**config.mk**
```make
export PLATFORM = sky130hd
export DESIGN_NAME = rps_top
export DESIGN_NICKNAME = d
export VERILOG_FILES = /design/src/shared/rps_pkg.sv /design/src/shared/rps_timer_if.sv /design/src/hdl/rps_sync.sv /design/src/hdl/rps_timer.sv /design/src/hdl/rps_top.sv
export VERILOG_INCLUDE_DIRS = /design/src /design/src/shared
export SDC_FILE = /design/constraint.sdc
export NUM_CORES = 1
export LEC_CHECK = 0
export BUFFER_PORTS_ARGS = -buffer_cell sky130_fd_sc_hd__buf_2
export CELL_PAD_IN_SITES_DETAIL_PLACEMENT = 0
export CELL_PAD_IN_SITES_GLOBAL_PLACEMENT = 1
export CORE_UTILIZATION = 46
export CTS_BUF_LIST = sky130_fd_sc_hd__clkbuf_4 sky130_fd_sc_hd__clkbuf_8
export CTS_CLUSTER_DIAMETER = 200
export DETAILED_ROUTE_END_ITERATION = 10
export GPL_ROUTABILITY_DRIVEN = 0
export PLACE_DENSITY = 0.84
export SLEW_MARGIN = 10
export SYNTH_ARGS = -nofsm -noshare
export SYNTH_HDL_FRONTEND = slang
export SYNTH_SLANG_ARGS = --single-unit
```
**constraint.sdc**
```tcl
create_clock -name clk -period 4 [get_ports clk]
set_input_delay 0.6 -clock clk [delete_from_list [all_inputs] [get_ports clk]]
set_output_delay 0.6 -clock clk [all_outputs]
set_load 0.005 [all_outputs]
```
**src/shared/rps_cfg.svh**
```systemverilog
`ifndef RPS_CFG_SVH
`define RPS_CFG_SVH

// timing, all times in ns, counts rounded up to whole core cycles
`define RPS_CLK_PERIOD_NS   4
`define RPS_RESET_TIME_NS   100000
`define RPS_PULSE_TIME_NS   1000
`define RPS_OSC_SETTLE_NS   200000
`define RPS_RX_STARTUP_NS   300000
`define RPS_CYC(t)          (((t) + `RPS_CLK_PERIOD_NS - 1) / `RPS_CLK_PERIOD_NS)
`define RPS_RESET_CYC       `RPS_CYC(`RPS_RESET_TIME_NS)
`define RPS_PULSE_CYC       `RPS_CYC(`RPS_PULSE_TIME_NS)
`define RPS_OSC_SETTLE_CYC  `RPS_CYC(`RPS_OSC_SETTLE_NS)
`define RPS_RF_UP_CYC       `RPS_CYC(`RPS_RX_STARTUP_NS - `RPS_OSC_SETTLE_NS)
`define RPS_TMR_W           20

// register byte offsets
`define RPS_OFS_CTRL        8'h00
`define RPS_OFS_STAT0       8'h04
`define RPS_OFS_STAT1       8'h08
`define RPS_OFS_MASK0       8'h0c
`define RPS_OFS_MASK1       8'h10
`define RPS_OFS_STATE       8'h14
`define RPS_OFS_ON          8'h18
`define RPS_OFS_OFF         8'h1c

// control fields and reset values
`define RPS_CTRL_POL_BIT    4
`define RPS_CTRL_WMASK      8'h1f
`define RPS_CTRL_RESET      8'h00
`define RPS_MASK_RESET      8'h00
`define RPS_STAT_RESET      8'hff
`define RPS_ON_RESET        16'h0100
`define RPS_OFF_RESET       16'h0400
`define RPS_RESP_OKAY       2'h0
`define RPS_RESP_DECERR     2'h3

`endif

```
**src/shared/rps_pkg.sv**
```systemverilog
`default_nettype none
package rps_pkg;
	typedef enum logic [3:0] {
		RPS_ST_OFF, RPS_ST_BROWN, RPS_ST_PULSE, RPS_ST_HOLD, RPS_ST_SLEEP,
		RPS_ST_SETTLE, RPS_ST_RFUP, RPS_ST_RX, RPS_ST_POLL_OFF
	} rps_state_t;
	typedef enum logic [1:0] {
		RPS_MODE_SLEEP, RPS_MODE_RUN, RPS_MODE_POLL, RPS_MODE_RSVD
	} rps_mode_t;
endpackage
`default_nettype wire

```
**src/shared/rps_timer_if.sv**
```systemverilog
`timescale 1ns/10ps
`default_nettype none
interface rps_timer_if #(parameter int W = 20);
	logic         start;
	logic         stop;
	logic [W-1:0] load;
	logic         done;
	logic         busy;
	modport ctrl (output start, stop, load, input done, busy);
	modport tmr (input start, stop, load, output done, busy);
endinterface
`default_nettype wire

```
**src/hdl/rps_sync.sv**
```systemverilog
`timescale 1ns/10ps
`default_nettype none
module rps_sync #(
	parameter int W = 2
) (
	input  wire logic         clk,    // core clock
	input  wire logic         arst_n, // async reset
	input  wire logic [W-1:0] d,      // asynchronous levels
	output logic      [W-1:0] q       // synchronised levels
);
	logic [W-1:0] meta_reg;

	always_ff @(posedge clk or negedge arst_n) begin
		if (!arst_n) begin
			meta_reg <= '0;
			q        <= '0;
		end else begin
			meta_reg <= d;
			q        <= meta_reg;
		end
	end
endmodule
`default_nettype wire

```
**src/hdl/rps_timer.sv**
```systemverilog
`timescale 1ns/10ps
`default_nettype none
module rps_timer (
	input  wire logic clk,    // core clock
	input  wire logic arst_n, // async reset
	rps_timer_if.tmr  t       // start/stop/load in, done/busy out
);
	localparam int W = $bits(t.load);
	logic [W-1:0] cnt_reg;

	// done pulses load cycles after start; start while busy restarts
	always_ff @(posedge clk or negedge arst_n) begin
		if (!arst_n) begin
			cnt_reg <= '0;
			t.busy  <= 1'b0;
			t.done  <= 1'b0;
		end else begin
			t.done <= 1'b0;
			if (t.stop) begin
				t.busy <= 1'b0;
			end else if (t.start) begin
				cnt_reg <= t.load;
				t.busy  <= 1'b1;
			end else if (t.busy) begin
				if (cnt_reg <= W'(1)) begin
					t.busy <= 1'b0;
					t.done <= 1'b1;
				end else begin
					cnt_reg <= cnt_reg - W'(1);
				end
			end
		end
	end

	property p_done_after_busy;
		@(posedge clk) disable iff (!arst_n)
		t.done |-> ($past(t.busy) && !t.busy);
	endproperty
	a_done_after_busy: assert property (p_done_after_busy)
		else $error("timer done without a running count");
endmodule
`default_nettype wire

```
**src/hdl/rps_top.sv**
```systemverilog
// Added by the designer: the AXI4-Lite interface to the registers and the placing of the registers.
`timescale 1ns/10ps
`default_nettype none
`include "rps_cfg.svh"

// Behaviour
// - power-on low: all off, no activity
// - power-on rise: digital regulators on, reset
// - analog regulator on only with RF active
// - brownout starts full digital and config reset
// - during brownout alert held low
// - recovery: alert high pulse, then reset hold
// - leaving reset: status bytes all ones, alert low
// - after reset enter sleep, accept commands
// - first status read releases alert high
// - sleep and polling off: oscillator low power
// - wake: settle oscillator, RF/PLL, then ready
// - alert events and polarity configurable
// - status returned only on controller request
// - self polling cycles configs on schedule
// - first event after reset clears, raises alert
// - reading a status byte clears it
// - power-on low: alert pin high impedance
module rps_top #(
	parameter int unsigned TW         = `RPS_TMR_W,
	parameter int unsigned RESET_CYC  = `RPS_RESET_CYC,
	parameter int unsigned PULSE_CYC  = `RPS_PULSE_CYC,
	parameter int unsigned SETTLE_CYC = `RPS_OSC_SETTLE_CYC,
	parameter int unsigned RFUP_CYC   = `RPS_RF_UP_CYC
) (
	input  wire logic        clk,             // core clock, 250 MHz
	input  wire logic        arst_n,          // async reset
	input  wire logic        power_on_i,      // power-on pin, async
	input  wire logic        brownout_i,      // supply below brownout, async
	input  wire logic [15:0] irq_event_i,     // event pulses, core clock
	input  wire logic [7:0]  s_axi_awaddr,    // write address
	input  wire logic        s_axi_awvalid,   // write address valid
	output logic             s_axi_awready,   // write address ready
	input  wire logic [31:0] s_axi_wdata,     // write data
	input  wire logic [3:0]  s_axi_wstrb,     // write strobes
	input  wire logic        s_axi_wvalid,    // write data valid
	output logic             s_axi_wready,    // write data ready
	output logic [1:0]       s_axi_bresp,     // write response
	output logic             s_axi_bvalid,    // write response valid
	input  wire logic        s_axi_bready,    // write response ready
	input  wire logic [7:0]  s_axi_araddr,    // read address
	input  wire logic        s_axi_arvalid,   // read address valid
	output logic             s_axi_arready,   // read address ready
	output logic [31:0]      s_axi_rdata,     // read data
	output logic [1:0]       s_axi_rresp,     // read response
	output logic             s_axi_rvalid,    // read data valid
	input  wire logic        s_axi_rready,    // read data ready
	output logic             dig_reg_en_o,    // digital regulators on
	output logic             ana_reg_en_o,    // analog regulator on
	output logic             core_rst_n_o,    // digital core reset
	output logic             osc_low_power_o, // oscillator low power, caps off
	output logic             rf_path_en_o,    // RF/IF path on
	output logic             pll_en_o,        // RF PLL on
	output logic             rx_ready_o,      // receiver ready
	output logic [1:0]       config_sel_o,    // active configuration set
	output rps_pkg::rps_state_t seq_state_o,  // sequencer state
	output logic             alert_out_n,     // alert pin level
	output logic             alert_oe_n,      // alert pin enable, low drives
	output logic             irq_o            // masked status interrupt
);
	import rps_pkg::*;

	logic            pwr_s;
	logic            brown_s;
	rps_state_t      state_reg;
	rps_state_t      state_next;
	rps_mode_t       mode;
	logic [7:0]      ctrl_reg;
	logic [7:0]      stat_reg [2];
	logic [7:0]      stat_next [2];
	logic [7:0]      mask_reg [2];
	logic [15:0]     on_reg;
	logic [15:0]     off_reg;
	logic [15:0]     phase_reg;
	logic [1:0]      cfg_idx_reg;
	logic            cfg_step;
	logic            post_reset_reg;
	logic            post_next;
	logic            rst_any;
	logic            first_evt;
	logic            first_rd;
	logic            act_next;
	logic            rf_on;
	logic            aw_have;
	logic            w_have;
	logic [7:0]      aw_addr;
	logic [31:0]     w_data;
	logic [3:0]      w_strb;
	logic            do_wr;
	logic            rd_hs;
	logic            rd_stat;
	logic [31:0]     rd_data;

	rps_timer_if #(.W(TW)) rst_t ();
	rps_timer_if #(.W(TW)) osc_t ();

	function automatic logic addr_hit(input logic [7:0] a);
		return a inside {`RPS_OFS_CTRL, `RPS_OFS_STAT0, `RPS_OFS_STAT1, `RPS_OFS_MASK0,
			`RPS_OFS_MASK1, `RPS_OFS_STATE, `RPS_OFS_ON, `RPS_OFS_OFF};
	endfunction

	function automatic logic [7:0] stat_ofs(input int i);
		return (i == 0) ? `RPS_OFS_STAT0 : `RPS_OFS_STAT1;
	endfunction

	function automatic logic is_rst(input rps_state_t s);
		return s inside {RPS_ST_OFF, RPS_ST_BROWN, RPS_ST_PULSE, RPS_ST_HOLD};
	endfunction

	function automatic logic [15:0] merge16(input logic [15:0] old, input logic [31:0] d,
		input logic [3:0] s);
		return {s[1] ? d[15:8] : old[15:8], s[0] ? d[7:0] : old[7:0]};
	endfunction

	rps_sync #(.W(2)) u_sync (
		.clk    (clk),
		.arst_n (arst_n),
		.d      ({power_on_i, brownout_i}),
		.q      ({pwr_s, brown_s})
	);

	rps_timer u_rst_tmr (
		.clk    (clk),
		.arst_n (arst_n),
		.t      (rst_t.tmr)
	);

	rps_timer u_osc_tmr (
		.clk    (clk),
		.arst_n (arst_n),
		.t      (osc_t.tmr)
	);

	assign mode         = rps_mode_t'(ctrl_reg[1:0]);
	assign seq_state_o  = state_reg;
	assign config_sel_o = cfg_idx_reg;
	assign do_wr        = aw_have && w_have && !s_axi_bvalid;
	assign rd_hs        = s_axi_arvalid && s_axi_arready;
	assign rd_stat      = rd_hs && (s_axi_araddr inside {`RPS_OFS_STAT0, `RPS_OFS_STAT1});
	assign rf_on        = state_next inside {RPS_ST_RFUP, RPS_ST_RX};

	// sequencer; power-on beats brownout, brownout beats everything else
	always_comb begin
		state_next  = state_reg;
		rst_t.start = 1'b0;
		rst_t.load  = TW'(RESET_CYC);
		osc_t.start = 1'b0;
		osc_t.load  = TW'(SETTLE_CYC);
		cfg_step    = 1'b0;
		if (!pwr_s) begin
			state_next = RPS_ST_OFF;
		end else if (brown_s) begin
			state_next = RPS_ST_BROWN;
		end else begin
			unique case (state_reg)
				RPS_ST_OFF: begin
					state_next  = RPS_ST_HOLD;
					rst_t.start = 1'b1;
				end
				RPS_ST_BROWN: begin
					state_next  = RPS_ST_PULSE;
					rst_t.start = 1'b1;
					rst_t.load  = TW'(PULSE_CYC);
				end
				RPS_ST_PULSE: begin
					if (rst_t.done) begin
						state_next  = RPS_ST_HOLD;
						rst_t.start = 1'b1;
					end
				end
				RPS_ST_HOLD: begin
					if (rst_t.done) begin
						state_next = RPS_ST_SLEEP;
					end
				end
				RPS_ST_SLEEP: begin
					if (mode != RPS_MODE_SLEEP) begin
						state_next  = RPS_ST_SETTLE;
						osc_t.start = 1'b1;
					end
				end
				RPS_ST_SETTLE: begin
					if (osc_t.done) begin
						state_next  = RPS_ST_RFUP;
						osc_t.start = 1'b1;
						osc_t.load  = TW'(RFUP_CYC);
					end
				end
				RPS_ST_RFUP: begin
					if (osc_t.done) begin
						state_next = RPS_ST_RX;
					end
				end
				RPS_ST_RX: begin
					if (mode == RPS_MODE_SLEEP) begin
						state_next = RPS_ST_SLEEP;
					end else if (mode == RPS_MODE_POLL && phase_reg == 16'h0) begin
						cfg_step = 1'b1;
						if (cfg_idx_reg == ctrl_reg[3:2]) begin
							state_next = RPS_ST_POLL_OFF;
						end
					end
				end
				RPS_ST_POLL_OFF: begin
					if (mode == RPS_MODE_SLEEP) begin
						state_next = RPS_ST_SLEEP;
					end else if (mode != RPS_MODE_POLL || phase_reg == 16'h0) begin
						state_next  = RPS_ST_SETTLE;
						osc_t.start = 1'b1;
					end
				end
			endcase
		end
		rst_t.stop = !(state_next inside {RPS_ST_PULSE, RPS_ST_HOLD});
		osc_t.stop = !(state_next inside {RPS_ST_SETTLE, RPS_ST_RFUP});
	end

	always_ff @(posedge clk or negedge arst_n) begin
		if (!arst_n) begin
			state_reg       <= RPS_ST_OFF;
			dig_reg_en_o    <= 1'b0;
			core_rst_n_o    <= 1'b0;
			ana_reg_en_o    <= 1'b0;
			rf_path_en_o    <= 1'b0;
			pll_en_o        <= 1'b0;
			rx_ready_o      <= 1'b0;
			osc_low_power_o <= 1'b0;
		end else begin
			state_reg       <= state_next;
			dig_reg_en_o    <= state_next != RPS_ST_OFF;
			core_rst_n_o    <= !is_rst(state_next);
			ana_reg_en_o    <= rf_on;
			rf_path_en_o    <= rf_on;
			pll_en_o        <= rf_on;
			rx_ready_o      <= state_next == RPS_ST_RX;
			osc_low_power_o <= state_next inside {RPS_ST_SLEEP, RPS_ST_POLL_OFF};
		end
	end

	// on/off phase counter and configuration cycling in self polling
	always_ff @(posedge clk or negedge arst_n) begin
		if (!arst_n) begin
			phase_reg   <= 16'h0;
			cfg_idx_reg <= 2'h0;
		end else begin
			if (state_next == RPS_ST_RX && (state_reg != RPS_ST_RX || cfg_step)) begin
				phase_reg <= on_reg;
			end else if (state_next == RPS_ST_POLL_OFF && state_reg != RPS_ST_POLL_OFF) begin
				phase_reg <= off_reg;
			end else if (phase_reg != 16'h0) begin
				phase_reg <= phase_reg - 16'h1;
			end
			if (state_next inside {RPS_ST_SLEEP, RPS_ST_OFF, RPS_ST_BROWN}) begin
				cfg_idx_reg <= 2'h0;
			end else if (cfg_step) begin
				cfg_idx_reg <= (cfg_idx_reg == ctrl_reg[3:2]) ? 2'h0 : cfg_idx_reg + 2'h1;
			end
		end
	end

	// configuration is lost in any reset, as is the stored data
	always_ff @(posedge clk or negedge arst_n) begin
		if (!arst_n) begin
			ctrl_reg    <= `RPS_CTRL_RESET;
			mask_reg[0] <= `RPS_MASK_RESET;
			mask_reg[1] <= `RPS_MASK_RESET;
			on_reg      <= `RPS_ON_RESET;
			off_reg     <= `RPS_OFF_RESET;
		end else if (is_rst(state_reg)) begin
			ctrl_reg    <= `RPS_CTRL_RESET;
			mask_reg[0] <= `RPS_MASK_RESET;
			mask_reg[1] <= `RPS_MASK_RESET;
			on_reg      <= `RPS_ON_RESET;
			off_reg     <= `RPS_OFF_RESET;
		end else if (do_wr) begin
			if (aw_addr == `RPS_OFS_CTRL && w_strb[0]) begin
				ctrl_reg <= w_data[7:0] & `RPS_CTRL_WMASK;
			end
			if (aw_addr == `RPS_OFS_MASK0 && w_strb[0]) begin
				mask_reg[0] <= w_data[7:0];
			end
			if (aw_addr == `RPS_OFS_MASK1 && w_strb[0]) begin
				mask_reg[1] <= w_data[7:0];
			end
			if (aw_addr == `RPS_OFS_ON) begin
				on_reg <= merge16(on_reg, w_data, w_strb);
			end
			if (aw_addr == `RPS_OFS_OFF) begin
				off_reg <= merge16(off_reg, w_data, w_strb);
			end
		end
	end

	// status bytes: read clears, write-one clears, a new event still wins except the first event after reset, which clears both bytes
	always_comb begin
		rst_any   = is_rst(state_reg) || is_rst(state_next);
		first_evt = post_reset_reg && (|irq_event_i) && !rst_any;
		first_rd  = post_reset_reg && rd_stat && !rst_any;
		for (int i = 0; i < 2; i++) begin
			stat_next[i] = stat_reg[i];
			if (rd_hs && s_axi_araddr == stat_ofs(i)) begin
				stat_next[i] = 8'h00;
			end
			if (do_wr && w_strb[0] && aw_addr == stat_ofs(i)) begin
				stat_next[i] = stat_next[i] & ~w_data[7:0];
			end
			if (first_evt) begin
				stat_next[i] = 8'h00;
			end else begin
				stat_next[i] = stat_next[i] | irq_event_i[8*i +: 8];
			end
			if (rst_any) begin
				stat_next[i] = `RPS_STAT_RESET;
			end
		end
		if (rst_any) begin
			post_next = state_reg == RPS_ST_HOLD && state_next == RPS_ST_SLEEP;
		end else if (first_evt || first_rd) begin
			post_next = 1'b0;
		end else begin
			post_next = post_reset_reg;
		end
		act_next = (|(stat_next[0] & mask_reg[0])) || (|(stat_next[1] & mask_reg[1]));
	end

	always_ff @(posedge clk or negedge arst_n) begin
		if (!arst_n) begin
			stat_reg[0]    <= `RPS_STAT_RESET;
			stat_reg[1]    <= `RPS_STAT_RESET;
			post_reset_reg <= 1'b0;
		end else begin
			stat_reg[0]    <= stat_next[0];
			stat_reg[1]    <= stat_next[1];
			post_reset_reg <= post_next;
		end
	end

	// reset states force the alert level regardless of the polarity setting
	always_ff @(posedge clk or negedge arst_n) begin
		if (!arst_n) begin
			alert_out_n <= 1'b0;
			alert_oe_n  <= 1'b1;
			irq_o       <= 1'b0;
		end else begin
			alert_oe_n <= state_next == RPS_ST_OFF;
			irq_o      <= !rst_any && act_next;
			if (state_next == RPS_ST_PULSE) begin
				alert_out_n <= 1'b1;
			end else if (rst_any || post_next) begin
				alert_out_n <= 1'b0;
			end else begin
				alert_out_n <= ctrl_reg[`RPS_CTRL_POL_BIT] ? act_next : !act_next;
			end
		end
	end

	// write channel: address and data may arrive in either order
	always_ff @(posedge clk or negedge arst_n) begin
		if (!arst_n) begin
			s_axi_awready <= 1'b0;
			s_axi_wready  <= 1'b0;
			s_axi_bvalid  <= 1'b0;
			s_axi_bresp   <= `RPS_RESP_OKAY;
			aw_have       <= 1'b0;
			w_have        <= 1'b0;
			aw_addr       <= 8'h00;
			w_data        <= 32'h0;
			w_strb        <= 4'h0;
		end else begin
			if (s_axi_awvalid && s_axi_awready) begin
				s_axi_awready <= 1'b0;
				aw_have       <= 1'b1;
				aw_addr       <= s_axi_awaddr;
			end else if (!aw_have && !s_axi_bvalid) begin
				s_axi_awready <= 1'b1;
			end
			if (s_axi_wvalid && s_axi_wready) begin
				s_axi_wready <= 1'b0;
				w_have       <= 1'b1;
				w_data       <= s_axi_wdata;
				w_strb       <= s_axi_wstrb;
			end else if (!w_have && !s_axi_bvalid) begin
				s_axi_wready <= 1'b1;
			end
			if (do_wr) begin
				aw_have      <= 1'b0;
				w_have       <= 1'b0;
				s_axi_bvalid <= 1'b1;
				s_axi_bresp  <= addr_hit(aw_addr) ? `RPS_RESP_OKAY : `RPS_RESP_DECERR;
			end else if (s_axi_bready) begin
				s_axi_bvalid <= 1'b0;
			end
		end
	end

	always_comb begin
		case (s_axi_araddr)
			`RPS_OFS_CTRL:  rd_data = {24'h0, ctrl_reg};
			`RPS_OFS_STAT0: rd_data = {24'h0, stat_reg[0]};
			`RPS_OFS_STAT1: rd_data = {24'h0, stat_reg[1]};
			`RPS_OFS_MASK0: rd_data = {24'h0, mask_reg[0]};
			`RPS_OFS_MASK1: rd_data = {24'h0, mask_reg[1]};
			`RPS_OFS_STATE: rd_data = {25'h0, post_reset_reg, cfg_idx_reg, state_reg};
			`RPS_OFS_ON:    rd_data = {16'h0, on_reg};
			`RPS_OFS_OFF:   rd_data = {16'h0, off_reg};
			default:        rd_data = 32'h0;
		endcase
	end

	always_ff @(posedge clk or negedge arst_n) begin
		if (!arst_n) begin
			s_axi_arready <= 1'b0;
			s_axi_rvalid  <= 1'b0;
			s_axi_rdata   <= 32'h0;
			s_axi_rresp   <= `RPS_RESP_OKAY;
		end else if (rd_hs) begin
			s_axi_arready <= 1'b0;
			s_axi_rvalid  <= 1'b1;
			s_axi_rdata   <= rd_data;
			s_axi_rresp   <= addr_hit(s_axi_araddr) ? `RPS_RESP_OKAY : `RPS_RESP_DECERR;
		end else if (s_axi_rvalid && s_axi_rready) begin
			s_axi_rvalid <= 1'b0;
		end else if (!s_axi_rvalid) begin
			s_axi_arready <= 1'b1;
		end
	end

	property p_off;
		@(posedge clk) disable iff (!arst_n)
		!pwr_s |=> (state_reg == RPS_ST_OFF && !dig_reg_en_o && alert_oe_n);
	endproperty
	a_off: assert property (p_off)
		else $error("power-on low but block not off");

	property p_por;
		@(posedge clk) disable iff (!arst_n)
		(state_reg == RPS_ST_OFF && pwr_s && !brown_s) |=> (dig_reg_en_o && !core_rst_n_o);
	endproperty
	a_por: assert property (p_por)
		else $error("power-on rise without regulators and reset");

	property p_analog;
		@(posedge clk) disable iff (!arst_n)
		ana_reg_en_o == (state_reg inside {RPS_ST_RFUP, RPS_ST_RX});
	endproperty
	a_analog: assert property (p_analog)
		else $error("analog regulator out of step with RF");

	property p_brown;
		@(posedge clk) disable iff (!arst_n)
		(pwr_s && brown_s) |=> (state_reg == RPS_ST_BROWN && !core_rst_n_o && !alert_out_n);
	endproperty
	a_brown: assert property (p_brown)
		else $error("brownout not holding reset and alert low");

	property p_pulse;
		@(posedge clk) disable iff (!arst_n)
		(state_reg == RPS_ST_BROWN && pwr_s && !brown_s) |=> alert_out_n && !core_rst_n_o;
	endproperty
	a_pulse: assert property (p_pulse)
		else $error("no alert pulse on brownout recovery");

	property p_leave;
		@(posedge clk) disable iff (!arst_n)
		(state_reg == RPS_ST_HOLD ##1 state_reg == RPS_ST_SLEEP) |->
			(stat_reg[0] == 8'hff && stat_reg[1] == 8'hff && !alert_out_n && core_rst_n_o);
	endproperty
	a_leave: assert property (p_leave)
		else $error("status or alert wrong after reset");

	property p_release;
		@(posedge clk) disable iff (!arst_n)
		(post_reset_reg && rd_stat && !rst_any && mask_reg[0] == 8'h00
			&& mask_reg[1] == 8'h00 && !ctrl_reg[`RPS_CTRL_POL_BIT]) |=> alert_out_n;
	endproperty
	a_release: assert property (p_release)
		else $error("first status read did not release alert");

	property p_first_evt;
		@(posedge clk) disable iff (!arst_n)
		first_evt |=> (stat_reg[0] == 8'h00 && stat_reg[1] == 8'h00 && !post_reset_reg);
	endproperty
	a_first_evt: assert property (p_first_evt)
		else $error("first event did not clear status");

	property p_osc;
		@(posedge clk) disable iff (!arst_n)
		(state_reg inside {RPS_ST_SLEEP, RPS_ST_POLL_OFF}) |-> osc_low_power_o && !rf_path_en_o;
	endproperty
	a_osc: assert property (p_osc)
		else $error("oscillator not low power in sleep");

	property p_wake;
		@(posedge clk) disable iff (!arst_n)
		$rose(rx_ready_o) |-> ($past(rf_path_en_o) && $past(pll_en_o) && !osc_low_power_o);
	endproperty
	a_wake: assert property (p_wake)
		else $error("receiver ready before RF path up");

	property p_rdclr;
		@(posedge clk) disable iff (!arst_n)
		(rd_hs && s_axi_araddr == `RPS_OFS_STAT0 && irq_event_i == 16'h0 && !rst_any)
			|=> stat_reg[0] == 8'h00;
	endproperty
	a_rdclr: assert property (p_rdclr)
		else $error("status byte not cleared by read");
endmodule
`default_nettype wire

```
== Yosys cells after proc, flatten, opt, wreduce, memory -nomap -nowiden ==
Cells that the tools add are included.
Word-level totals
  word-level logic and storage cells: 293
  ROM bits: 0
  latch bits: 0
  memories: 0
  register bits: 220
  output and inout port bits: 57
  RAM bits: 0
  input port bits: 77
Operators by class
  equal/unequal tests: 39
  divide/modulo/power cells: 0
  reduce and logical (&&, ||, !) cells: 89
  $lt $le $gt $ge: 2
  $add $sub $neg: 4
  shifts and indexed selects: 0
  $mul: 0
  bitwise logic cells: 7
  multiplexer cells: 110
Operator list (number)
  two-way mux 16 bit: 14
  two-way mux 20 bit: 8
  one-hot mux 16 bit (8 select lines): 1
  two-way mux 8 bit: 15
  == test 8 x 5 -> 1 bit, second input constant: 8
  two-way mux 1 bit: 50
  two-way mux 4 bit: 12
  nonzero test 2 bit: 23
  less-or-equal comparator 20 x 1 -> 1 bit, second input constant: 2
  subtractor 20 x 1 -> 20 bit, second input constant: 2
  one-hot mux 4 bit (9 select lines): 1
  bitwise AND 8 bit: 4
  == test 4 x 3 -> 1 bit, second input constant: 8
  == test 8 x 4 -> 1 bit, second input constant: 4
  two-way mux 15 bit: 2
  logical AND 1 bit: 26
  AND reduction 3 bit: 6
  == test 4 x 2 -> 1 bit, second input constant: 4
  == test 8 x 3 -> 1 bit, second input constant: 2
  logical NOT 16 bit: 1
  logical NOT 8 bit: 2
  OR 8 bit: 2
  nonzero test 16 bit: 1
  nonzero test 8 bit: 2
  24 further kinds: 51

== Longest topological paths before layout ==
Gate-level depths: netlist (run 1).
  depth in word-level cells: 21
  mapped depth: 12

== Cells and area by module ==
A second synthesis (run 1) with hierarchy kept.
Second synthesis, totals
  cell total of the unflattened synthesis: 1123
  area total of the unflattened synthesis: 10656.5 um^2
Modules (own cells, without submodules)
  rps_top: times used 1, seq. area each 3802.4 um^2, cells an instance 791, area an instance 7823.8 um^2
  rps_timer: times used 2, seq. area each 550.5 um^2, cells an instance 164, area an instance 1366.3 um^2
  rps_sync: times used 1, seq. area each 100.1 um^2, cells an instance 4, area an instance 100.1 um^2

== Worst setup path before layout (run 1) ==
OpenSTA, ideal clock, no wires.
  kind: register -> register
  from: register phase_reg[0]
  to: register u_rst_tmr.cnt_reg[10]
  stages on the path, launching flop included: 13
  data arrival time: 2813 ps
  setup slack: 1109 ps
  clock period less this slack: 2891 ps
  cells stage by stage: dfrtp_1 -> inv_1 -> ha_1 -> nor4b_2 -> nand4_1 -> buf_2 -> and3_4 -> o211ai_4 -> inv_2 -> or4_1 -> buf_2 -> or4_1 -> a21oi_1
On the way
  cells in the longest elaborated chain, start to end: 10
  elaborated cells on any way between the ends: 14
RTL lines
  start: declaration: RTL line rps_top.sv:79  | logic [15:0] phase_reg;
  start signal: assignment: RTL line rps_top.sv:252  | phase_reg <= on_reg;
  start signal: assignment: RTL line rps_top.sv:254  | phase_reg <= off_reg;
  start signal: assignment: RTL line rps_top.sv:256  | phase_reg <= phase_reg - 16'h1;
  logical NOT 16 bit (*): RTL line rps_top.sv:202, rps_top.sv:212
  logical OR 1 bit or logical AND 1 bit (tied branches): RTL line rps_top.sv:212, rps_top.sv:202
  two-way mux 4 bit, on equally long branches: RTL line rps_top.sv:212, rps_top.sv:202
  two-way mux 4 bit, on equally long branches: RTL line rps_top.sv:210, rps_top.sv:200
  one-hot mux 4 bit (9 select lines) (*): RTL line rps_top.sv:160  | unique case (state_reg)
  two-way mux 4 bit (*): RTL line rps_top.sv:157  | end else if (brown_s) begin
  two-way mux 4 bit (*): RTL line rps_top.sv:155  | if (!pwr_s) begin
  named net state_next[3]: RTL line rps_top.sv:71  | rps_state_t state_next;
  == test 4 x 2 -> 1 bit: RTL line rps_top.sv:219  | rst_t.stop = !(state_next inside {RPS_ST_PULSE, RPS_ST_HOLD});
  nonzero test 2 bit (*): RTL line rps_top.sv:219
  AND reduction 3 bit (no line) (*)
  end signal: assignment: RTL line rps_timer.sv:22  | cnt_reg <= t.load;
  end signal: assignment: RTL line rps_timer.sv:29  | cnt_reg <= cnt_reg - W'(1);
  end: declaration: RTL line rps_timer.sv:9  | logic [W-1:0] cnt_reg;
The timed path passes the listed nets; every way through them passes the cells marked *.
A chain may end at the register's enable or synchronous reset.

== Worst setup path in the final report (run 1) ==
  from: register state_reg[2], in the netlist seq_state_o[2]
  to: register phase_reg[8]
On the way
  cells in the longest elaborated chain, start to end: 10
  elaborated cells on any way between the ends: 35
RTL lines
  start: declaration: RTL line rps_top.sv:70  | rps_state_t state_reg;
  start signal: assignment: RTL line rps_top.sv:234  | state_reg <= state_next;
  two-way mux 4 bit: RTL line rps_top.sv:204  | if (cfg_idx_reg == ctrl_reg[3:2]) begin
  two-way mux 4 bit: RTL line rps_top.sv:202  | end else if (mode == RPS_MODE_POLL && phase_reg == 16'h0) begin
  two-way mux 4 bit: RTL line rps_top.sv:200  | if (mode == RPS_MODE_SLEEP) begin
  one-hot mux 4 bit (9 select lines): RTL line rps_top.sv:160
  two-way mux 4 bit: RTL line rps_top.sv:157
  two-way mux 4 bit: RTL line rps_top.sv:155
  == test 4 bit: RTL line rps_top.sv:253  | end else if (state_next == RPS_ST_POLL_OFF && state_reg != RPS_ST_POLL_OFF) begin
  logical AND 1 bit: RTL line rps_top.sv:253
  two-way mux 16 bit: RTL line rps_top.sv:253
  two-way mux 16 bit: RTL line rps_top.sv:251  | if (state_next == RPS_ST_RX && (state_reg != RPS_ST_RX || cfg_step)) begin
Parallel ways exist; a longest one is shown, timed or not.

==> impl_results.rst, run 1 <==
.. list-table::
   :header-rows: 1

   * - Metric
     - Value
   * - Antenna violations before repair
     - 0
   * - Overflow left after global routing
     - 0
   * - Required time at the endpoint of the critical path
     - 4.35 ns
   * - Biggest fanout along the worst timing path
     - 19
   * - Via-per-instance ratio
     - 6.04
   * - Number of different library cells in the post-synthesis netlist
     - 86
   * - Standard-cell rows
     - 55
   * - Seq cells post-synth
     - 199
   * - Final setup slack of the worst path
     - 0.565 ns
   * - Mean post-synth cell area
     - 9.32 um2
   * - Nets
     - 1304
   * - Final Skew
     - 0.0221 ns
   * - Clock buffer depth
     - 2
   * - TritonCTS clock tree
     - done
   * - Sum of routed wire length over all layers
     - 29500 um
   * - Initial DRT Pass Iterations
     - 6
   * - Worst min path class
     - input pin to asynchronous set/reset pin
   * - Cell chosen for the clock root
     - sky130_fd_sc_hd__clkbuf_8
   * - Worst hold margin
     - 0.158 ns
   * - Io pins
     - 134
   * - Count of filler cells inserted in the layout
     - 2114
   * - Power share of the clock group
     - 0.269
   * - Shortest clock period the worst path allows after layout
     - 3.44 ns
   * - Startpoint kind of the worst setup timing path
     - register
   * - Area Overhead vs Synth
     - 11.0%
   * - CTS Buf Count
     - 17
   * - Storage element area
     - 5000 um2
   * - Effective utilization at floorplan
     - 0.470
   * - Largest net degree at the start of global routing
     - 88
   * - Count of hold buffers inserted by post-cts repair
     - 0
   * - Status
     - completed
   * - Mapped Cells
     - 1145
   * - Count of max-cap constraint violations
     - 0
   * - Largest voltage drop on the vdd net
     - 0.000341 V
   * - Residual DRC
     - 0
   * - Routed Antenna Nets
     - 0
   * - Headroom to the max-slew limit
     - 0.290
   * - Width of the chip
     - 154 um
   * - Clock latency on the worst-skew pair
     - 0.47 ns
   * - Count of antenna diodes in the layout
     - 0
   * - Total count of max-transition violations in the final report
     - 0
   * - Sink count of the clock tree
     - 199
   * - DR vias
     - 9181
   * - Total GRT Usage
     - 0.255
   * - DIE HEIGHT
     - 154 um
   * - Share of total power in combinational logic
     - 0.192
   * - Leak pwr
     - 5.02 nW
   * - PostCTS Resize Cnt
     - 0
   * - Switching power total
     - 1.71 mW
   * - Post-Place Setup Slack
     - 0.569 ns
   * - Detailed-route wire length per cell
     - 19.4 um
   * - Synth Warn #
     - 0
   * - Number of global-route vias before repair
     - 8753
   * - CTS clock-pin slew for the worst setup and hold paths
     - 0.11 ns
   * - Area of the core region
     - 22700 um2
   * - Sequential fraction of design power
     - 0.539
   * - Power density relative to cell area
     - 426 nW/um2
   * - EDFF count, synth
     - 0
   * - Quantity of I/O buffers inserted on ports
     - 99
   * - Achievable clock frequency
     - 0.291 GHz
   * - H-Tree Level Count
     - 4
   * - R2r setup slk
     - 0.56 ns
   * - Slew at the pin closest to its max-slew limit
     - 1.06 ns
   * - Multi-input gate area
     - 5130 um2
   * - Share of the yosys chip area belonging to registers
     - 0.469
   * - Fraction of power spent switching nets
     - 0.338
   * - Post-synthesis cell area
     - 10700 um2
   * - Capturing element type of the critical path
     - register
   * - Final number of setup-violating endpoints
     - 0
   * - Starting DRT DRC Count
     - 966
   * - Post-CTS Setup Repair Bufs
     - 0
   * - Global-route wire length before repair
     - 47700 um
   * - Number of hold-slack violations in the final timing report
     - 0
   * - Fraction of registers with async set or reset after synthesis
     - 1.00
   * - Total die area
     - 23800 um2
   * - Worst path arrival time
     - 3.79 ns
   * - Main flop type after synthesis
     - sky130_fd_sc_hd__dfrtp_1
   * - Unrepaired setup endpoints after global routing
     - false
   * - Post-DP HPWL
     - 21100 um
   * - Critical path class
     - register to register
   * - Share of post-route cells with drive strength above 1
     - 0.200
   * - Internal Pwr Total
     - 3.34 mW
   * - Aggregate negative setup slack
     - 0 ns
   * - Total design power
     - 5.05 mW
   * - Crit share post-route
     - 0.859
final timing paths:
check,from,to,cells past startpoint
setup reg to reg,seq_state_o[2],phase_reg[8],8
hold / removal,arst_n,u_rst_tmr.cnt_reg[0],1
hold reg to reg,u_sync.meta_reg[1],u_sync.q[1],0
max in group asynchronous,arst_n,on_reg[8],2
min in group clk,brownout_i,u_sync.meta_reg[0],1
setup / recovery,seq_state_o[2],phase_reg[8],8
kinds of logic after synthesis:
kind of cell	after synthesis	synth area share
AO/OA/AOI/OAI	308	0.195
XOR/XNOR	18	0.0148
adder cells (fa/ha/maj)	5	0.00586
buffers and inverters	137	0.0567
flip-flops	199	0.469
multiplexers	58	0.0597
other	1	0.000351
AND/OR/NAND/NOR	419	0.199
critical path: stages (launching register included):
cell and delay, ns:
sky130_fd_sc_hd__dfrtp_1 0.60, sky130_fd_sc_hd__or4b_1 0.77, sky130_fd_sc_hd__nand2_1 0.11, sky130_fd_sc_hd__o31ai_1 0.12, sky130_fd_sc_hd__o32a_1 0.22, sky130_fd_sc_hd__buf_4 0.22
sky130_fd_sc_hd__nor2_1 0.28, sky130_fd_sc_hd__o211ai_2 0.51, sky130_fd_sc_hd__mux2_2 0.46
metrics by stage:
| stage | utilization | instance area (um2) | instances |
|---|---|---|---|
| after global routing | 0.522 | 11800 | 1520 |
| after global placement | 0.503 | 11400 | 1488 |
| final | 0.522 | 11800 | 1520 |
| after CTS | 0.522 | 11800 | 1520 |
| after detailed placement | 0.503 | 11400 | 1488 |
| after floorplan | - | 10700 | 1160 |
per-layer routing:
metal  up-vias  part of all wire  track usage
met3        52             0.060       0.0451
li1       4318                 -            -
met1      4489              0.45        0.356
met5         -                 0            0
met2       322              0.47        0.405
met4         0             0.024       0.0778
cell type report:
type / count / area share
Timing Repair Buffer: 128 / 0.0620
Clock buffer: 18 / 0.0209
Sequential cell: 199 / 0.422
Inverter: 52 / 0.0165
Clock inverter: 14 / 0.0147
Tap cell: 285 / 0.0301
Multi-Input combinational cell: 824 / 0.433
placed cells by master (no fill, tap or decap), types with 21 or more instances in the layout:
| cell type | netlist | final |
|---|---|---|
| sky130_fd_sc_hd__nor4_1 | 33 | 33 |
| sky130_fd_sc_hd__dfrtp_1 | 180 | 180 |
| sky130_fd_sc_hd__inv_1 | 50 | 50 |
| sky130_fd_sc_hd__o21ai_0 | 90 | 90 |
| sky130_fd_sc_hd__mux2_2 | 35 | 35 |
| sky130_fd_sc_hd__nand2_1 | 158 | 158 |
| sky130_fd_sc_hd__a22oi_1 | 21 | 21 |
| sky130_fd_sc_hd__nand3_1 | 32 | 32 |
| sky130_fd_sc_hd__a21oi_1 | 66 | 66 |
| sky130_fd_sc_hd__buf_4 | 21 | 28 |
| sky130_fd_sc_hd__nor2_1 | 72 | 71 |
| sky130_fd_sc_hd__mux2i_1 | 22 | 22 |
| sky130_fd_sc_hd__buf_2 | 10 | 98 |
synth_stat cells (4+ instances only):
library cell,instances,area [um2]
sky130_fd_sc_hd__a41oi_1,8,70.1
sky130_fd_sc_hd__a22oi_1,21,158
sky130_fd_sc_hd__inv_1,50,188
sky130_fd_sc_hd__xor2_1,6,52.6
sky130_fd_sc_hd__buf_4,21,158
sky130_fd_sc_hd__and4_1,4,35.0
sky130_fd_sc_hd__a22o_1,5,43.8
sky130_fd_sc_hd__a221oi_1,11,96.3
sky130_fd_sc_hd__o32ai_1,5,43.8
sky130_fd_sc_hd__dfstp_2,19,499
sky130_fd_sc_hd__nand3b_1,4,30.0
sky130_fd_sc_hd__xnor2_1,12,105
sky130_fd_sc_hd__mux2i_1,22,220
sky130_fd_sc_hd__or3_1,12,75.1
sky130_fd_sc_hd__clkbuf_1,49,184
sky130_fd_sc_hd__dfrtp_1,180,4500
sky130_fd_sc_hd__o21a_1,8,60.1
sky130_fd_sc_hd__nor4b_1,4,35.0
sky130_fd_sc_hd__nand2b_1,12,75.1
sky130_fd_sc_hd__nor2_1,72,270
sky130_fd_sc_hd__buf_2,10,50.1
sky130_fd_sc_hd__ha_1,5,62.6
sky130_fd_sc_hd__o2111ai_1,10,87.6
sky130_fd_sc_hd__nor4_1,33,206
sky130_fd_sc_hd__a21oi_1,66,330
sky130_fd_sc_hd__nor2b_1,6,37.5
sky130_fd_sc_hd__nor3_1,19,95.1
sky130_fd_sc_hd__or2_2,4,25.0
sky130_fd_sc_hd__mux2_2,35,394
sky130_fd_sc_hd__o211ai_1,10,75.1
sky130_fd_sc_hd__nand4_1,8,50.1
sky130_fd_sc_hd__nand3_1,32,160
sky130_fd_sc_hd__o31ai_1,15,113
sky130_fd_sc_hd__o31a_1,4,35.0
sky130_fd_sc_hd__nand2_1,158,593
sky130_fd_sc_hd__a31oi_1,8,50.1
sky130_fd_sc_hd__o21ai_0,90,450
sky130_fd_sc_hd__o41ai_1,6,52.6
sky130_fd_sc_hd__buf_1,5,18.8
sky130_fd_sc_hd__and2_1,8,50.1
sky130_fd_sc_hd__and3_1,8,50.1
sky130_fd_sc_hd__or4_1,16,120
power by group through the flow:
stage	clock network [mW]	registers, mW	logic (mW)
finish	1.36	2.72	0.970
floorplan	0	2.55	0.780
global placement	0	2.74	0.947
CTS	1.40	2.71	0.978
detailed placement	0	2.74	0.970
global route	1.47	2.76	1.10
(Power assumes the default switching activity.)
==> run 2: changes to the inputs <==
--- a/config.mk
+++ b/config.mk
@@ -9,6 +9,7 @@
 export BUFFER_PORTS_ARGS = -buffer_cell sky130_fd_sc_hd__buf_2
 export CELL_PAD_IN_SITES_DETAIL_PLACEMENT = 0
 export CELL_PAD_IN_SITES_GLOBAL_PLACEMENT = 1
+export CORE_MARGIN = 4
 export CORE_UTILIZATION = 46
 export CTS_BUF_LIST = sky130_fd_sc_hd__clkbuf_4 sky130_fd_sc_hd__clkbuf_8
 export CTS_CLUSTER_DIAMETER = 200
==> impl_results.rst, run 2 (synthesized netlist as in run 1, its figures left out) <==
.. list-table::
   :header-rows: 1

   * - Metric
     - Value
   * - Capturing element type of the critical path
     - register
   * - H-Tree Level Count
     - 4 (unchanged)
   * - Critical path class
     - register to register
   * - Headroom to the max-slew limit
     - 0.298 (+0.00870)
   * - Most common library cell in the layout ignoring fill and taps
     - sky130_fd_sc_hd__dfrtp_1
   * - Clock buffer depth
     - 2 (unchanged)
   * - Sum of routed wire length over all layers
     - 29800 um (+1.0%)
   * - Detailed-route wire length per cell
     - 19.5 um (+0.82%)
   * - Cell chosen for the clock root
     - sky130_fd_sc_hd__clkbuf_8
   * - Critical path, cell by cell
     - inv_1, ha_1, nor4b_2, nand4_1, o31ai_1, o32a_1, inv_2, or4_1, or4_1, a21oi_1
   * - Clock latency on the worst-skew pair
     - 0.48 ns (about the same)
   * - Placed Instance Area
     - 11400 um2 (+0.20%)
   * - Starting DRT DRC Count
     - 832 (-14%)
   * - Final setup slack of the worst path
     - 0.586 ns (+0.0216 ns)
   * - Biggest fanout along the worst timing path
     - 8 (-11)
   * - Largest voltage drop on the vdd net
     - 0.000299 V (-12%)
   * - Commonest cells after routing, fill and taps aside
     - sky130_fd_sc_hd__dfrtp_1, sky130_fd_sc_hd__nand2_1, sky130_fd_sc_hd__buf_2
   * - TritonCTS clock tree
     - done
   * - Area Overhead vs Synth
     - 11.0% (about the same)
   * - Required time at the endpoint of the critical path
     - 4.39 ns (+0.04 ns)
   * - Area of all placed cells without fillers
     - 11800 um2 (about the same)
   * - Standard-cell rows
     - 55 (unchanged)
   * - Number of hold-slack violations in the final timing report
     - 0 (unchanged)
   * - Nets
     - 1307 (+0.23%)
   * - Final core area utilization
     - 0.522 (about the same)
   * - Placed cells
     - 1491 (+0.20%)
   * - DR vias
     - 9117 (-0.70%)
   * - Global-route wire length before repair
     - 48500 um (+1.6%)
   * - DIE HEIGHT
     - 160 um (+3.9%)
   * - CTS clock-pin slew for the worst setup and hold paths
     - 0.12 ns (about the same)
   * - Overflow left after global routing
     - 0 (unchanged)
   * - Startpoint kind of the worst setup timing path
     - register
   * - Number of global-route vias before repair
     - 8791 (+0.43%)
   * - Crit-path leading delay family
     - simple AND/OR/NAND/NOR gates
   * - Worst path max stage delay
     - 0.66 ns (-0.11 ns)
   * - Slew at the pin closest to its max-slew limit
     - 1.05 ns (-0.0125 ns)
   * - Unrepaired setup endpoints after global routing
     - false
   * - Total die area
     - 25700 um2 (+7.9%)
   * - Count of placed standard cells in the final layout, fillers left out
     - 1523 (+0.20%)
   * - Share of total power in combinational logic
     - 0.195 (+0.003)
   * - Post-CTS Setup Repair Bufs
     - 0 (unchanged)
   * - Final number of setup-violating endpoints
     - 0 (unchanged)
   * - Width of the chip
     - 160 um (+3.9%)
   * - Shortest clock period the worst path allows after layout
     - 3.41 ns (-0.0216 ns)
   * - Status
     - completed
   * - Aggregate negative setup slack
     - 0 ns (unchanged)
   * - Final Skew
     - 0.0241 ns (+0.00205 ns)
   * - Routed Antenna Nets
     - 0 (unchanged)
   * - Sink count of the clock tree
     - 199 (unchanged)
   * - Worst path arrival time
     - 3.80 ns (about the same)
   * - Post-Place Setup Slack
     - 0.589 ns (+0.0193 ns)
   * - Count of hold buffers inserted by post-cts repair
     - 0 (unchanged)
   * - Most Frequent Cell on Critical Path
     - sky130_fd_sc_hd__or4_1
   * - Count of max-cap constraint violations
     - 0 (unchanged)
   * - Antenna violations before repair
     - 0 (unchanged)
   * - Slowest library cell on the worst path
     - sky130_fd_sc_hd__or4_1
   * - Share of post-route cells with drive strength above 1
     - 0.202 (+0.00194)
   * - Quantity of I/O buffers inserted on ports
     - 99 (unchanged)
   * - CTS Buf Count
     - 17 (unchanged)
   * - Achievable clock frequency
     - 0.293 GHz (+0.63%)
   * - Crit share post-route
     - 0.853 (-0.00540)
   * - Io pins
     - 134 (unchanged)
   * - Internal Pwr Total
     - 3.28 mW (-1.9%)
   * - Sequential fraction of design power
     - 0.543 (+0.004)
   * - Power share of the clock group
     - 0.262 (-0.007)
   * - Switching power total
     - 1.72 mW (+0.97%)
   * - Initial DRT Pass Iterations
     - 5 (-1)
   * - Fraction of power spent switching nets
     - 0.345 (+0.00651)
   * - Via-per-instance ratio
     - 5.99 (-0.89%)
   * - Residual DRC
     - 0 (unchanged)
   * - PostCTS Resize Cnt
     - 0 (unchanged)
   * - Post-DP HPWL
     - 21400 um (+1.6%)
   * - Leak pwr
     - 5.02 nW (about the same)
   * - Area of the core region
     - 22700 um2 (unchanged)
   * - Count of antenna diodes in the layout
     - 0 (unchanged)
   * - CP bufs+invs
     - 2 (+1)
   * - Largest net degree at the start of global routing
     - 69 (-22%)
   * - Worst min path class
     - input pin to asynchronous set/reset pin
   * - Power density relative to cell area
     - 422 nW/um2 (-0.97%)
   * - Effective utilization at floorplan
     - 0.470 (unchanged)
   * - Total GRT Usage
     - 0.233 (-0.0217)
   * - Total count of max-transition violations in the final report
     - 0 (unchanged)
==> run 2: changes by cell type in the layout (fill, tap and decap cells not counted) <==
cell and delta:
sky130_fd_sc_hd__bufinv_16 -1, sky130_fd_sc_hd__inv_8 -1, sky130_fd_sc_hd__inv_6 -1, sky130_fd_sc_hd__clkinvlp_4 +2, sky130_fd_sc_hd__clkinv_8 +1, sky130_fd_sc_hd__buf_4 +3
==> run 2: final timing paths <==
kind / to / from / slack, ns / cells past startpoint
hold / removal: u_rst_tmr.cnt_reg[18] / arst_n / 0.13 / 1
hold reg to reg: u_sync.q[1] / u_sync.meta_reg[1] / 0.37 / 0
max in group asynchronous: off_reg[13] / arst_n / 2.98 / 2
setup reg to reg: u_rst_tmr.cnt_reg[10] / phase_reg[0] / 0.59 / 10
setup / recovery: u_rst_tmr.cnt_reg[10] / phase_reg[0] / 0.59 / 10
min in group clk: u_sync.meta_reg[0] / brownout_i / 0.22 / 1
==> run 2: routing by layer <==
layer,GRT usage,share of wire,vias to the layer above
li1,-,-,4329
met1,0.348,0.46,4454
met2,0.353,0.46,294
met3,0.0382,0.062,40
met4,0.0649,0.021,0
met5,0,0,-
==> run 2: final cells by class <==
| type | count | area [um2] |
|---|---|---|
| Fill cell | 2167 | 10900 |
| Clock inverter | 14 | 155 |
| Multi-Input combinational cell | 824 | 5130 |
| Inverter | 52 | 195 |
| Timing Repair Buffer | 131 | 757 |
| Clock buffer | 18 | 248 |
| Sequential cell | 199 | 5000 |
| Tap cell | 285 | 357 |
==> run 2: worst register-to-register path: stages, from the launching register on <==
cell and delay, ns:
sky130_fd_sc_hd__dfrtp_1 0.41, sky130_fd_sc_hd__inv_1 0.10, sky130_fd_sc_hd__ha_1 0.24, sky130_fd_sc_hd__nor4b_2 0.24, sky130_fd_sc_hd__nand4_1 0.22, sky130_fd_sc_hd__o31ai_1 0.48
sky130_fd_sc_hd__o32a_1 0.30, sky130_fd_sc_hd__inv_2 0.13, sky130_fd_sc_hd__or4_1 0.66, sky130_fd_sc_hd__or4_1 0.44, sky130_fd_sc_hd__a21oi_1 0.14
==> run 2: power groups by stage <==
stage               clock network [mW]  registers (mW)  logic [mW]
global placement                     0            2.74       0.950
finish                            1.31            2.72       0.974
floorplan                            0            2.55       0.780
CTS                               1.35            2.71       0.982
detailed placement                   0            2.75       0.974
global route                      1.43            2.76        1.09
==> run 2: stage by stage <==
stage                     hold WS [ns]  power [mW]
final                            0.128        5.00
after global routing             0.141        5.29
after CTS                        0.123        5.04
after detailed placement         0.342        3.72
after global placement           0.333        3.69
after floorplan                  0.304        3.33
